===== src/cpid_pkg.sv =====
package cpid_pkg;

	// ==========================================================
	// Register map
	localparam logic [7:0]  CPID_OFS_HPEND     = 8'h18;
	localparam logic [7:0]  CPID_OFS_IDENT     = 8'hFC;
	localparam logic [7:0]  CPID_OFS_CTRL      = 8'h00;

	// ==========================================================
	// Field layout
	localparam int          CPID_ID_W          = 10;
	localparam int          CPID_CPU_W         = 3;
	localparam int          CPID_ID_LSB        = 0;
	localparam int          CPID_CPU_LSB       = 10;
	localparam int          CPID_PROD_LSB      = 20;
	localparam int          CPID_ARCH_LSB      = 16;
	localparam int          CPID_REV_LSB       = 12;
	localparam int          CPID_CONT_LSB      = 8;
	localparam int          CPID_CTRL_EN_BIT   = 0;
	localparam int          CPID_CTRL_ACK_BIT  = 2;

	// ==========================================================
	// Values
	localparam logic [9:0]  CPID_SPURIOUS_ID   = 10'h3FF;
	localparam logic [3:0]  CPID_ARCH_VERSION  = 4'h1;
	localparam logic [9:0]  CPID_SOFT_IRQ_LAST = 10'h00F;
	localparam logic [31:0] CPID_CTRL_RESET    = 32'h0000_0000;
	localparam logic [31:0] CPID_ZERO          = 32'h0000_0000;

endpackage : cpid_pkg


===== src/cpid_ident_word.sv =====
`timescale 1ns/100ps
module cpid_ident_word
	import cpid_pkg::*;
#(
	parameter logic [11:0] PRODUCT_ID  = 12'h001, // Arbitrary value
	parameter logic [3:0]  REVISION    = 4'h0,
	parameter logic [3:0]  CONT_CODE   = 4'h0,    // Arbitrary value
	parameter logic [6:0]  IDENT_CODE  = 7'h01    // Arbitrary value
) (
	output wire logic [31:0] o_word
);
	// Bit 7 of the implementer field is forced to zero
	assign o_word = {PRODUCT_ID, CPID_ARCH_VERSION, REVISION,
			CONT_CODE, 1'b0, IDENT_CODE};
endmodule : cpid_ident_word


===== src/cpid_readout.sv =====
`timescale 1ns/100ps
// Operation
// - Secure read, ack control set, Non-secure top pending: return its ID.
// - Secure top pending: ID to Secure reads, 1023 to Non-secure reads.
// - Nothing signalable pending or forwarding off: always return 1023.
// - Ident word: product in [31:20], revision in [15:12].
// - Ident word bits [19:16] read as architecture version 0x1.
// - Ident [11:0]: continuation [11:8], bit 7 zero, identity [6:0].
// - Ident register shared: Secure and Non-secure reads see same value.
// - Each interface instance has its own identification register.
// - Pending readout ID in bits [9:0], upper bits [31:13] reserved zero.
// - Bits [12:10] give requester number for software interrupt, multiprocessor.
module cpid_readout
	import cpid_pkg::*;
#(
	parameter bit          MULTI_PROC = 1'b1,
	parameter logic [11:0] PRODUCT_ID = 12'h001, // Arbitrary value
	parameter logic [3:0]  REVISION   = 4'h0
) (
	input  wire logic                  i_clk,
	input  wire logic                  i_srst,
	input  wire logic [7:0]            i_addr,
	input  wire logic [31:0]           i_wdata,
	input  wire logic                  i_wr,
	input  wire logic                  i_rd,
	input  wire logic                  i_secure,
	input  wire logic                  i_pend_valid,
	input  wire logic                  i_pend_secure,
	input  wire logic [CPID_ID_W-1:0]  i_pend_id,
	input  wire logic [CPID_CPU_W-1:0] i_pend_cpu,
	output logic      [31:0]           o_rdata,
	output logic                       o_fwd_enable,
	output logic                       o_ack_ctl
);
	// ==========================================================
	// Control register, Secure-only writes
	logic [31:0] ctrl_reg;
	logic [31:0] ctrl_next;
	wire         hit_ctrl  = i_addr == CPID_OFS_CTRL;
	wire         hit_hpend = i_addr == CPID_OFS_HPEND;
	wire         hit_ident = i_addr == CPID_OFS_IDENT;
	wire         ctrl_wr   = i_wr && hit_ctrl && i_secure;

	assign ctrl_next = ctrl_wr ?
		(i_wdata & ((32'h1 << CPID_CTRL_EN_BIT) |
			(32'h1 << CPID_CTRL_ACK_BIT))) : ctrl_reg;

	always_ff @(posedge i_clk) begin
		if (i_srst) begin
			ctrl_reg <= CPID_CTRL_RESET;
		end else begin
			ctrl_reg <= ctrl_next;
		end
	end

	assign o_fwd_enable = ctrl_reg[CPID_CTRL_EN_BIT];
	assign o_ack_ctl    = ctrl_reg[CPID_CTRL_ACK_BIT];

	// ==========================================================
	// Pending readout filter
	wire shown = i_pend_valid && o_fwd_enable &&
		(i_pend_secure ? i_secure
			: (!i_secure || o_ack_ctl));
	wire is_soft_irq = MULTI_PROC && (i_pend_id <= CPID_SOFT_IRQ_LAST);
	wire [CPID_ID_W-1:0]  out_id  = shown ? i_pend_id
		: CPID_SPURIOUS_ID;
	wire [CPID_CPU_W-1:0] out_cpu = (shown && is_soft_irq) ? i_pend_cpu
		: '0;
	wire [31:0] hpend_word = {19'h0, out_cpu, out_id};

	// ==========================================================
	// Identification, one copy per instance, not banked
	wire [31:0] ident_word;
	cpid_ident_word #(
		.PRODUCT_ID (PRODUCT_ID),
		.REVISION   (REVISION),
		.CONT_CODE  (4'h0),
		.IDENT_CODE (7'h01)
	) u_ident (
		.o_word (ident_word)
	);

	// ==========================================================
	// Read path; writes to read-only words fall through untouched
	logic [31:0] rdata_next;
	assign rdata_next = !i_rd ? CPID_ZERO :
		hit_hpend ? hpend_word :
		hit_ident ? ident_word :
		hit_ctrl  ? ctrl_reg : CPID_ZERO;

	always_ff @(posedge i_clk) begin
		if (i_srst) begin
			o_rdata <= CPID_ZERO;
		end else begin
			o_rdata <= rdata_next;
		end
	end

	// ==========================================================
	// Checks
	a_ns_secure_hide: assert property (
		@(posedge i_clk) disable iff (i_srst)
		i_rd && hit_hpend && !i_secure && i_pend_secure
		|=> o_rdata[9:0] == CPID_SPURIOUS_ID)
		else $error("secure pending leaked to non-secure read");
	a_ack_ctl_pass: assert property (
		@(posedge i_clk) disable iff (i_srst)
		i_rd && hit_hpend && i_secure && !i_pend_secure && i_pend_valid
		&& o_fwd_enable && o_ack_ctl
		|=> o_rdata[9:0] == $past(i_pend_id))
		else $error("non-secure id not given to secure read");
	// Ack control low hides Non-secure work from Secure software,
	// which then sees the one spurious code this block supports
	a_ack_ctl_block: assert property (
		@(posedge i_clk) disable iff (i_srst)
		i_rd && hit_hpend && i_secure && !i_pend_secure && !o_ack_ctl
		|=> o_rdata[9:0] == CPID_SPURIOUS_ID)
		else $error("non-secure id given without ack control");
	a_sec_own_id: assert property (
		@(posedge i_clk) disable iff (i_srst)
		i_rd && hit_hpend && i_secure && i_pend_secure && i_pend_valid
		&& o_fwd_enable |=> o_rdata[9:0] == $past(i_pend_id))
		else $error("secure id not returned");
	a_ns_own_id: assert property (
		@(posedge i_clk) disable iff (i_srst)
		i_rd && hit_hpend && !i_secure && !i_pend_secure && i_pend_valid
		&& o_fwd_enable |=> o_rdata[9:0] == $past(i_pend_id))
		else $error("non-secure id not returned");
	a_idle_spurious: assert property (
		@(posedge i_clk) disable iff (i_srst)
		i_rd && hit_hpend && (!i_pend_valid || !o_fwd_enable)
		|=> o_rdata == {22'h0, CPID_SPURIOUS_ID})
		else $error("spurious id expected");
	a_ident_fields: assert property (
		@(posedge i_clk) disable iff (i_srst)
		i_rd && hit_ident |=> o_rdata[19:16] == CPID_ARCH_VERSION
		&& !o_rdata[7] && o_rdata[31:20] == PRODUCT_ID)
		else $error("ident fields wrong");
	a_ident_rev: assert property (
		@(posedge i_clk) disable iff (i_srst)
		i_rd && hit_ident |=> o_rdata[15:12] == REVISION)
		else $error("ident revision wrong");
	a_ident_shared: assert property (
		@(posedge i_clk) disable iff (i_srst)
		i_rd && hit_ident ##1 i_rd && hit_ident
		|=> o_rdata == $past(o_rdata))
		else $error("ident differs between reads");
	a_hpend_upper: assert property (
		@(posedge i_clk) disable iff (i_srst)
		i_rd && hit_hpend |=> o_rdata[31:13] == 19'h0)
		else $error("reserved pending bits set");
	a_cpu_zero: assert property (
		@(posedge i_clk) disable iff (i_srst)
		i_rd && hit_hpend && i_pend_id > CPID_SOFT_IRQ_LAST
		|=> o_rdata[12:10] == 3'h0)
		else $error("cpu field set for non-software interrupt");
	a_cpu_given: assert property (
		@(posedge i_clk) disable iff (i_srst)
		i_rd && hit_hpend && MULTI_PROC && i_pend_valid && o_fwd_enable
		&& i_secure && i_pend_secure && i_pend_id <= CPID_SOFT_IRQ_LAST
		|=> o_rdata[12:10] == $past(i_pend_cpu))
		else $error("requester number missing");
	a_ro_write: assert property (
		@(posedge i_clk) disable iff (i_srst)
		i_wr && !hit_ctrl |=> $stable(ctrl_reg))
		else $error("write to read-only word changed state");
	// Only Secure software may open or close forwarding
	a_ns_ctrl_wr: assert property (
		@(posedge i_clk) disable iff (i_srst)
		i_wr && hit_ctrl && !i_secure |=> $stable(ctrl_reg))
		else $error("non-secure write changed control");
	a_ctrl_load: assert property (
		@(posedge i_clk) disable iff (i_srst)
		i_wr && hit_ctrl && i_secure
		|=> o_fwd_enable == $past(i_wdata[CPID_CTRL_EN_BIT])
		&& o_ack_ctl == $past(i_wdata[CPID_CTRL_ACK_BIT]))
		else $error("secure control write lost");
	// Read data stand one cycle only, so stale words never linger
	a_rdata_quiet: assert property (
		@(posedge i_clk) disable iff (i_srst)
		!i_rd |=> o_rdata == CPID_ZERO)
		else $error("read data without read");

	c_ns_read: cover property (@(posedge i_clk)
		i_rd && hit_hpend && !i_secure && !i_pend_secure && shown);
	c_sec_ack: cover property (@(posedge i_clk)
		i_rd && hit_hpend && i_secure && !i_pend_secure && shown);
	c_spur: cover property (@(posedge i_clk)
		i_rd && hit_hpend && !shown);
	c_ident: cover property (@(posedge i_clk) i_rd && hit_ident);
	c_ident_pair: cover property (@(posedge i_clk)
		i_rd && hit_ident ##1 i_rd && hit_ident);

endmodule : cpid_readout


===== config.mk =====
export PLATFORM = sky130hd
export DESIGN_NAME = cpid_readout
export DESIGN_NICKNAME = d
export VERILOG_FILES = /design/src/cpid_pkg.sv /design/src/cpid_ident_word.sv /design/src/cpid_readout.sv
export SDC_FILE = /design/constraint.sdc
export NUM_CORES = 1
export LEC_CHECK = 0
export ABC_AREA = 1
export BUFFER_PORTS_ARGS = -buffer_cell sky130_fd_sc_hd__clkbuf_2
export CORE_ASPECT_RATIO = 1.5
export CORE_MARGIN = 4
export CORE_UTILIZATION = 45
export DETAILED_ROUTE_END_ITERATION = 8
export PLACE_DENSITY = 0.81
export SLEW_MARGIN = 20
export SYNTH_ARGS = -nofsm -noshare
export SYNTH_HDL_FRONTEND = slang
export SYNTH_HIERARCHICAL = 1
export SYNTH_SLANG_ARGS = --single-unit

===== constraint.sdc =====
create_clock -name i_clk -period 2.8 [get_ports i_clk]
set_input_delay 0.56 -clock i_clk [delete_from_list [all_inputs] [get_ports i_clk]]
set_output_delay 0.56 -clock i_clk [all_outputs]
set_load 0.1 [all_outputs]

### Yosys cells after proc, flatten, opt, wreduce, memory -nomap -nowiden

Cells that the tools add are included.

* mux-type cells: 6
* add/sub/neg operators: 0
* reductions and logical operators: 10
* $mul: 0
* bitwise logic cells: 1
* shifts and indexed selects: 0
* equal/unequal tests: 2
* div/mod/pow operators: 0
* $lt $le $gt $ge: 1

Operators by type and width (number)
* two-way mux 21 bit: 1
* two-way mux 13 bit: 1
* less-or-equal comparator 10 x 4 -> 1 bit, second input constant: 1
* two-way mux 10 bit: 1
* == test 8 x 5 -> 1 bit, second input constant: 1
* == test 8 bit, second input constant: 1
* zero test 8 bit: 1
* two-way mux 3 bit: 2
* logical AND 1 bit: 5
* OR reduction 3 bit: 1
* OR reduction 2 bit: 1
* zero test 1 bit: 1
* logical OR 1 bit: 1
* two-way mux 1 bit: 1
* NOT 1 bit: 1

* memories: 0
* bits in registers: 17
* logic and storage cells: 23
* memory bits (writable): 0
* memory bits (read-only): 0
* output and inout port bits: 34
* input port bits: 60
* latch bits: 0

### Logic depth before layout (Yosys ltp)

Gate-level depths: netlist of run 1.

* depth in word-level cells: 7
* mapped depth: 8

### Modules after synthesis

Netlist of run 1, hierarchy kept.

By module, submodules not included
* cpid_readout: area an instance 1463.9 sq um, sequential area each 680.7 sq um, times used 1, cells an instance 193
* cpid_ident_word: area an instance 247.7 sq um, sequential area each 0.0 sq um, times used 1, cells an instance 34

### Least setup slack after synthesis of run 1

OpenSTA, ideal clock, no wires.

* path kind: register to register
* from: register ctrl_reg[0]
* to: register o_rdata[10]
* path slack: 1.089 ns
* data arrival time: 1.653 ns
* setup time: 0.058 ns
* buffers on the path: 0
* stages on the path, launching flop included: 7
* data required time: 2.742 ns
* cell sequence: dfxtp_1 -> nand2_1 -> a21oi_1 -> nand2_1 -> nor2_1 -> nand4_1 -> nand2_1

* word-level cells in the longest chain between the ends: 5

RTL lines
* start, declared: RTL line cpid_readout.sv:37 `logic [31:0] ctrl_reg;`
* start signal, assigned: RTL line cpid_readout.sv:52 `ctrl_reg <= ctrl_next;`
* logical AND 1 bit (2 in series): RTL line cpid_readout.sv:61 `wire shown = i_pend_valid && o_fwd_enable &&`
* logical AND 1 bit: RTL line cpid_readout.sv:67 `wire [CPID_CPU_W-1:0] out_cpu = (shown && is_soft_irq) ? i_pend_cpu`
* two-way mux 3 bit: RTL line cpid_readout.sv:67
* two-way mux 13 bit: RTL line cpid_readout.sv:87 `hit_hpend ? hpend_word :`
* end signal, assigned: RTL line cpid_readout.sv:95 `o_rdata <= rdata_next;`
* end, declared: RTL line cpid_readout.sv:31 `output logic [31:0] o_rdata,`

Every way passes these cells.
A chain may end at the register's enable or synchronous reset.

### Final worst setup path of run 1

* from: register ctrl_reg[0]
* to: output o_fwd_enable

RTL lines
* end, declared: RTL line cpid_readout.sv:32 `output logic o_fwd_enable,`

No word-level cell between the ends.

==> flow_summary.ini, run 1 <==
[outcome]
outcome = completed

[sta]
setup_viol = 0
slew_viol_final = 0
clock_skew_ps = 3.78
fmax_mhz = 592
tightestPinTransition_ps = 556
relSlewSlack_pct = 63.1
rsz0062_at_grt = no
hold_violations = 0
finalSetupTns_ps = 0
fin_crit_sh_pct = 60.3
fin_crit_ps = 1690

[setup_path]
worst_setup_path_end_kind = primary output
worst-setup-path-type = register to primary output
crit_fanout = 4
cp_slowest_stage_delay_ps = 480
cp-start-kind = register
critPathRequiredTime_ps = 2240
rrSetupSlack_ps = 1560
critical_path.top_delay_family = buffers and inverters
arrival_ps = 1130
slowest_stage = clkbuf_2
cp_num_buf_inv = 1
cp_cell_sequence = clkbuf_2

[final_layout]
num_antenna_cells = 0
finalNonFillerCells = 336
drive_above_1_share_pct = 29.4
area_delta_synth_final_pct = 19.3
final_common_cell = clkbuf_2
largest_reg_flops = 32
utilization_pct = 55.5
mostFrequentLayoutCells = clkbuf_2 (63), inv_1 (43), dfxtp_1 (34)
fin_nets = 353

[clock_network]
cts_hold_buf = 0
clock_latency_ps = 270
cts_tree = built
path_clk_slew_ps = 60
cts.path.max_buffers = 2
post_cts.repair.setup_buffers = 0
numCtsBuffers = 5
h-tree-depth = 2
cts-root-buf = clkbuf_8
cts_sinks = 34
cts_resized = 0

[die]
die_y_microns = 83.5
die-area_sq_um = 4870
placeableCoreArea_sq_um = 3680
io_pins = 94
die_w_microns = 58.4
rows = 27
start_util_pct = 46.5

[logic_synthesis]
syn-mean-instance-area_sq_um = 7.54
ys_seq_area_share_pct = 39.8
ys_warn_count = 6
synth_seq_cells = 34
synth_top_area_share_pct = 39.8
synth_cell_type_count = 18
synthCells = 227
synth_top_area_cell = dfxtp_1
syn_area_sq_um = 1710
ys_top_cells_by_area = dfxtp_1 (40%), buf_4 (14%), inv_1 (9.4%), nor2_4 (7.9%), nor2_1 (6.8%)

[route]
wl_microns = 3050
drt-initial-drc-count = 69
route.vias.total = 1351
vias_per_cell = 4.02
first_pass_iters = 4
ant_nets = 0
drc = 0
wl_per_cell_microns = 9.08

[placed_design]
post-dp-hpwl_microns = 2480
io_buffer_count = 63
dp_cells = 329
finalWeightedCongestion = 0.809

[global_route]
grt_pass1_wl_microns = 5040
grt_pass1_vias = 1283
overflow = 0
grt_use_total_pct = 13.2
antenna_found_initial = 0
grt_max_degree = 20

[power]
irDropWorstVdd_mv = 0.322
power.density_nw_per_um2 = 489
leakage_nw = 1.07

[hold_path]
hold_class = input port to register

[job]
drv_cap = 0
## power by group
part | internal, W | switching (W) | total, W
Combinational | 0.0000251 | 0.0000440 | 0.0000691
Sequential | 0.000484 | 0.000000130 | 0.000484
Clock | 0.000284 | 0.000160 | 0.000445
Total | 0.000794 | 0.000205 | 0.000998
## cells by family after synthesis
logic type | share of synthesized area [%]
AND/OR/NAND/NOR | 29.6
flip-flops | 39.8
other | 0.439
AO/OA/AOI/OAI | 4.97
buffers and inverters | 25.2
## synthesized netlist by cell type
| library cell | number |
|---|---|
| nand2_2 | 1 |
| a21oi_1 | 9 |
| nor2_4 | 12 |
| conb_1 | 2 |
| buf_4 | 32 |
| inv_1 | 43 |
| nand2_1 | 29 |
| o21ai_0 | 8 |
| nand3b_1 | 1 |
| nand4_1 | 4 |
| buf_12 | 1 |
| clkbuf_1 | 1 |
| nor2_1 | 31 |
| nand2_4 | 1 |
| nand3_1 | 16 |
| nor3_4 | 1 |
| inv_4 | 1 |
| dfxtp_1 | 34 |
## cell type report
type / count / area (sq um)
Fill cell: 352 / 1640
Inverter: 44 / 168
Sequential cell: 34 / 681
Timing Repair Buffer: 63 / 315
Clock inverter: 1 / 30.0
Clock buffer: 6 / 82.6
Tap cell: 43 / 53.8
Multi-Input combinational cell: 145 / 712
## routing by layer
layer	global-route usage (%)	vias up	part of all wire, %	wire length [microns]
met5	0	-	0	0
met4	6.54	0	1.8	56
met3	5.11	7	10	314
met2	23.0	51	50	1540
met1	13.2	546	37	1140
li1	-	747	-	-
## metrics by stage
step	instance area, sq um	setup WS [ps]	power, W	hold WS [ps]
2_1_floorplan	1820	1090	0.000567	695
3_3_place_gp	1930	1010	0.000562	544
3_5_place_dp	1930	1010	0.000563	543
4_1_cts	2040	1090	0.00102	492
5_1_grt	2040	1060	0.00104	496
6_report	2040	1110	0.000998	502
## worst paths after layout
check	endpoint	start	cells past startpoint
setup / recovery	o_fwd_enable	ctrl_reg[0]	1
hold / removal	ctrl_reg[0]	i_wdata[0]	3
setup reg to reg	o_rdata[12]	ctrl_reg[0]	6
hold reg to reg	ctrl_reg[0]	ctrl_reg[0]	4
Power figures use the tool's default switching activity.
==> run 2: changes to the inputs <==
--- a/config.mk
+++ b/config.mk
@@ -9,9 +9,9 @@
 export BUFFER_PORTS_ARGS = -buffer_cell sky130_fd_sc_hd__clkbuf_2
 export CORE_ASPECT_RATIO = 1.5
 export CORE_MARGIN = 4
-export CORE_UTILIZATION = 45
+export CORE_UTILIZATION = 41
 export DETAILED_ROUTE_END_ITERATION = 8
-export PLACE_DENSITY = 0.81
+export PLACE_DENSITY = 0.78
 export SLEW_MARGIN = 20
 export SYNTH_ARGS = -nofsm -noshare
 export SYNTH_HDL_FRONTEND = slang
==> constraint.sdc (replaced) <==
create_clock -name i_clk -period 1.55 [get_ports i_clk]
set_input_delay 0.31 -clock i_clk [delete_from_list [all_inputs] [get_ports i_clk]]
set_output_delay 0.31 -clock i_clk [all_outputs]
set_load 0.1 [all_outputs]
==> run 2 against run 1 <==
Worst setup slack worse by 960 ps. Clock skew is 2.8 ps lower. Sequential cell count stayed put. Via count is 1.3% higher. Non-clock buffer count is 4 higher. Core utilization is 4.0 points lower. Routed wire length hardly changed. Critical path depth stayed put. Sequential power is 81% higher. Worst hold slack worse by 250 ps. Register-to-register slack worse by 1200 ps. Largest cell class unchanged. Total power is 66% higher.
==> flow_summary.ini, run 2 (synthesized netlist as in run 1, its figures left out) <==
[outcome]
outcome = completed

[setup_path]
worst_setup_path_end_kind = primary output
cp_cell_sequence = clkbuf_2
cp_slowest_stage_delay_ps = 460
critical_path.top_delay_family = buffers and inverters
arrival_ps = 1090
critPathRequiredTime_ps = 1240
crit_fanout = 4
slowest_stage = clkbuf_2
worst-setup-path-type = register to primary output
cp_num_buf_inv = 1
cp-start-kind = register

[clock_network]
h-tree-depth = 2
post_cts.repair.setup_buffers = 0
clock_latency_ps = 280
cts-root-buf = clkbuf_8
path_clk_slew_ps = 60
cts_tree = built
cts.path.max_buffers = 2
numCtsBuffers = 5
cts_sinks = 34
cts_hold_buf = 0
cts_resized = 0

[final_layout]
drive_above_1_share_pct = 30.9
largest_reg_flops = 32
mostFrequentLayoutCells = clkbuf_2 (63), inv_1 (43), dfxtp_1 (32), conb_1 (32), nor2_1 (31)
fillCellCount = 410
utilization_pct = 51.5
num_antenna_cells = 0
fin_nets = 357
area_delta_synth_final_pct = 20.1
final_common_cell = clkbuf_2

[placed_design]
finalWeightedCongestion = 0.796
io_buffer_count = 63
post-dp-hpwl_microns = 2540

[power]
power.density_nw_per_um2 = 807
irDropWorstVdd_mv = 0.668
leakage_nw = 1.08

[route]
first_pass_iters = 4
wl_per_cell_microns = 8.90
wl_microns = 3050
drc = 0
ant_nets = 0
route.vias.total = 1369
drt-initial-drc-count = 30
vias_per_cell = 3.99

[sta]
clock_skew_ps = 0.986
rsz0062_at_grt = no
slew_viol_final = 0
finalSetupTns_ps = 0
fmax_mhz = 715
setup_viol = 0
fin_crit_ps = 1400
hold_violations = 0
fin_crit_sh_pct = 90.2
relSlewSlack_pct = 62.8
tightestPinTransition_ps = 560

[die]
io_pins = 94
die-area_sq_um = 5290
rows = 28
start_util_pct = 42.9
die_y_microns = 87.1
die_w_microns = 60.8
placeableCoreArea_sq_um = 3990

[global_route]
grt_pass1_vias = 1363
grt_pass1_wl_microns = 5210
grt_max_degree = 13
grt_use_total_pct = 13.2
overflow = 0
antenna_found_initial = 0

[job]
drv_cap = 0

[hold_path]
hold_class = input port to register
[run 2: path summary, 6_finish.rpt]
check                                 start           end  slack [ps]  depth (start not counted)
worst min register to register  ctrl_reg[0]   ctrl_reg[0]         550                          4
worst max register to register  ctrl_reg[0]   o_rdata[11]         370                          6
worst max-delay path            ctrl_reg[0]  o_fwd_enable         150                          1
worst min-delay path             i_wdata[0]   ctrl_reg[0]         260                          3
[run 2: report_power, final]
group          total (W)  switching [W]  leakage [nW]  internal (W)
Clock           0.000657       0.000300        0.0482      0.000358
Combinational   0.000128      0.0000799         0.757     0.0000479
Sequential      0.000874    0.000000233         0.275      0.000874
[run 2: metal layers]
layer / share of wire, % / global-route usage (%) / wire [microns] / vias up
li1: - / - / - / 753
met5: 0 / 0 / 0 / -
met4: 1.8 / 5.92 / 56 / 0
met2: 51 / 22.8 / 1550 / 47
met3: 11 / 6.08 / 338 / 8
met1: 36 / 12.9 / 1110 / 561
[run 2: per-stage QoR]
| stage | total power, W | area (sq um) | setup slack [ps] | std cells | hold WS (ps) |
|---|---|---|---|---|---|
| floorplan | 0.00103 | 1830 | 166 | 257 | 445 |
| finish | 0.00166 | 2060 | 151 | 343 | 255 |
| CTS | 0.00169 | 2060 | 132 | 343 | 247 |
| detailed placement | 0.00102 | 1960 | 207 | 335 | 543 |
| global placement | 0.00102 | 1960 | 206 | 335 | 525 |
| global route | 0.00176 | 2060 | 102 | 343 | 270 |
[run 2: area by class of cell]
type                            count  area [sq um]  area share [%]
Clock inverter                      1          5.00           0.243
Tap cell                           45          56.3            2.74
Clock buffer                        7          86.3            4.20
Inverter                           44           168            8.16
Multi-Input combinational cell    145           712            34.6
Timing Repair Buffer               67           345            16.8
Sequential cell                    34           683            33.2
[run 2: worst reg2reg max path, delay by kind of cell (launching register included)]
kind             cells  cell delay (ps)
flip-flops           1              350
AND/OR/NAND/NOR      5              650
AO/OA/AOI/OAI        1              110
==> run 3: changes to the inputs <==
--- a/config.mk
+++ b/config.mk
@@ -5,13 +5,12 @@
 export SDC_FILE = /design/constraint.sdc
 export NUM_CORES = 1
 export LEC_CHECK = 0
-export ABC_AREA = 1
 export BUFFER_PORTS_ARGS = -buffer_cell sky130_fd_sc_hd__clkbuf_2
 export CORE_ASPECT_RATIO = 1.5
 export CORE_MARGIN = 4
-export CORE_UTILIZATION = 41
+export CORE_UTILIZATION = 39
 export DETAILED_ROUTE_END_ITERATION = 8
-export PLACE_DENSITY = 0.78
+export PLACE_DENSITY = 0.77
 export SLEW_MARGIN = 20
 export SYNTH_ARGS = -nofsm -noshare
 export SYNTH_HDL_FRONTEND = slang
==> run 3 against run 2 <==
Die area decreased by 8.3%. First-iteration DRC count decreased by 67%. Sequential share of layout area increased by 3.6 points. Worst setup slack got worse by 9.3 ps. Clock-buffer cell count decreased by 2. Highest routed layer unchanged. Non-clock buffer count increased by 2. Critical path depth unchanged. Total power increased by 16%. Clock power increased by 48%. Routed wire length decreased by 9.5%. Synthesized cell count decreased by 32%. Via count decreased by 19%.
==> flow_summary.ini, run 3 <==
[global_route]
antenna_found_initial = 0
grt_pass1_vias = 1048
grt_max_degree = 13
grt_pass1_wl_microns = 4640
overflow = 0
grt_use_total_pct = 12.8

[route]
drt-initial-drc-count = 10
wl_per_cell_microns = 10.3
drc = 0
route.vias.total = 1108
wl_microns = 2760
ant_nets = 0
vias_per_cell = 4.15
first_pass_iters = 4

[die]
rows = 27
placeableCoreArea_sq_um = 3650
die_w_microns = 58.2
start_util_pct = 40.5
io_pins = 94
die-area_sq_um = 4850
die_y_microns = 83.4

[power]
power_frac_seq_pct = 45.2
pwr-share-clk_pct = 50.3
leakage_nw = 0.918
p_sw_w = 0.000376
swShare_pct = 19.5
pwr-share-comb_pct = 4.6
internal_power_w = 0.00156
irDropWorstVdd_mv = 0.710
power.density_nw_per_um2 = 1040

[logic_synthesis]
ys_top_cells_by_area = dfxtp_1 (46%), buf_4 (16%), and2_1 (8.9%), nor3_1 (5.8%), a21oi_1 (3.1%)
syn_area_sq_um = 1480
synthTopCellsByCount = dfxtp_1 (34), buf_4 (32), and2_1 (21), nor3_1 (17), a21oi_1 (9)
synth_edf_count = 0
yosysMostFrequentCell = dfxtp_1
synthCells = 155
synth_seq_cells = 34
ys_warn_count = 6
synth_top_area_share_pct = 46.1
synth_async_sr_flop_share_pct = 0
ys_seq_area_share_pct = 46.1
synth_cell_type_count = 30
synth_top_area_cell = dfxtp_1
syn-mean-instance-area_sq_um = 9.53
synth-main-ff-cell = dfxtp_1

[sta]
hold_violations = 0
finalSetupTns_ps = 0
rsz0062_at_grt = no
slew_viol_final = 0
setup_viol = 0
clock_skew_ps = 1.41
fin_crit_ps = 1410
layout_setup_ws_ps = 142
relSlewSlack_pct = 63.6
fin_crit_sh_pct = 90.8
fmax_mhz = 710
holdWs_ps = 218
tightestPinTransition_ps = 549

[setup_path]
cp_cell_sequence = clkbuf_2
critPathRequiredTime_ps = 1240
arrival_ps = 1100
worst_setup_path_end_kind = primary output
cp-start-kind = register
cp_slowest_stage_delay_ps = 460
cp_num_buf_inv = 1
crit_fanout = 4
slowest_stage = clkbuf_2
worst-setup-path-type = register to primary output
critical_path.top_delay_family = buffers and inverters

[clock_network]
numCtsBuffers = 5
h-tree-depth = 2
cts_resized = 0
cts.path.max_buffers = 2
cts_hold_buf = 0
post_cts.repair.setup_buffers = 0
path_clk_slew_ps = 70
cts-root-buf = clkbuf_8
clock_latency_ps = 280
cts_tree = built
cts_sinks = 34

[final_layout]
mostFrequentLayoutCells = clkbuf_2 (63), dfxtp_1 (32), conb_1 (32)
area_delta_synth_final_pct = 26.2
fin_nets = 283
drive_above_1_share_pct = 37.5
final_common_cell = clkbuf_2
largest_reg_flops = 32
num_antenna_cells = 0
finalNonFillerCells = 267

[hold_path]
hold_class = input port to register

[placed_design]
io_buffer_count = 63
post-dp-hpwl_microns = 2290
dp_slack_ps = -0.876
dp_cells = 259
finalWeightedCongestion = 0.776

[job]
drv_cap = 0

[outcome]
outcome = completed
==> run 3: cell count changes in the layout (fill, tap and decap cells not counted), sizes merged, moves of 4 or more <==
cell | previous run | this run
nor3 | 1 | 17
nor2 | 43 | 4
inv | 44 | 1
and2 | 0 | 21
nand3 | 16 | 4
nand2 | 31 | 5
nand4 | 4 | 0
nor4 | 0 | 4
o21ai | 8 | 0
==> run 3: final timing paths <==
kind | startpoint | endpoint | slack (ps) | depth (start not counted)
worst min-delay path | i_srst | ctrl_reg[2] | 220 | 2
worst max register to register | ctrl_reg[2] | o_rdata[1] | 180 | 5
worst min register to register | ctrl_reg[0] | ctrl_reg[0] | 530 | 2
worst max-delay path | ctrl_reg[0] | o_fwd_enable | 140 | 1
==> run 3: kinds of logic (layout without fill, tap and decap cells) <==
family,count (synthesis),after routing,synth area share (%)
AND/OR/NAND/NOR,62,62,25.3
multiplexers,2,2,1.36
AO/OA/AOI/OAI,16,16,7.37
other,2,32,0.509
flip-flops,34,34,46.1
buffers and inverters,39,78,19.4
==> run 3: layout make-up <==
class	instances	area (sq um)
Fill cell	354	1790
Sequential cell	34	686
Multi-Input combinational cell	112	622
Timing Repair Buffer	69	360
Clock buffer	5	68.8
Clock inverter	3	68.8
Tap cell	43	53.8
Inverter	1	3.75
==> run 3: power groups by stage <==
| stage | sequential (W) | clock, W | combinational, W |
|---|---|---|---|
| floorplan | 0.000898 | 0 | 0.0000863 |
| global placement | 0.000892 | 0 | 0.0000863 |
| detailed placement | 0.000892 | 0 | 0.0000871 |
| CTS | 0.000872 | 0.000998 | 0.0000874 |
| global route | 0.000872 | 0.00105 | 0.000101 |
| finish | 0.000872 | 0.000971 | 0.0000879 |
==> run 3: per-stage QoR <==
stage	power, W	cell area (sq um)	utilization (%)
final	0.00193	1860	51.1
after global routing	0.00202	1860	51.1
after CTS	0.00196	1860	51.1
after detailed placement	0.000980	1730	47.3
after global placement	0.000979	1730	47.3
after floorplan	0.000984	1590	-
==> run 3: metal layers <==
metal	global-route usage [%]	up-vias	wire, microns
li1	-	597	-
met1	12.9	470	1020
met2	21.3	37	1450
met3	6.07	4	238
met4	6.75	0	57
met5	0	-	0
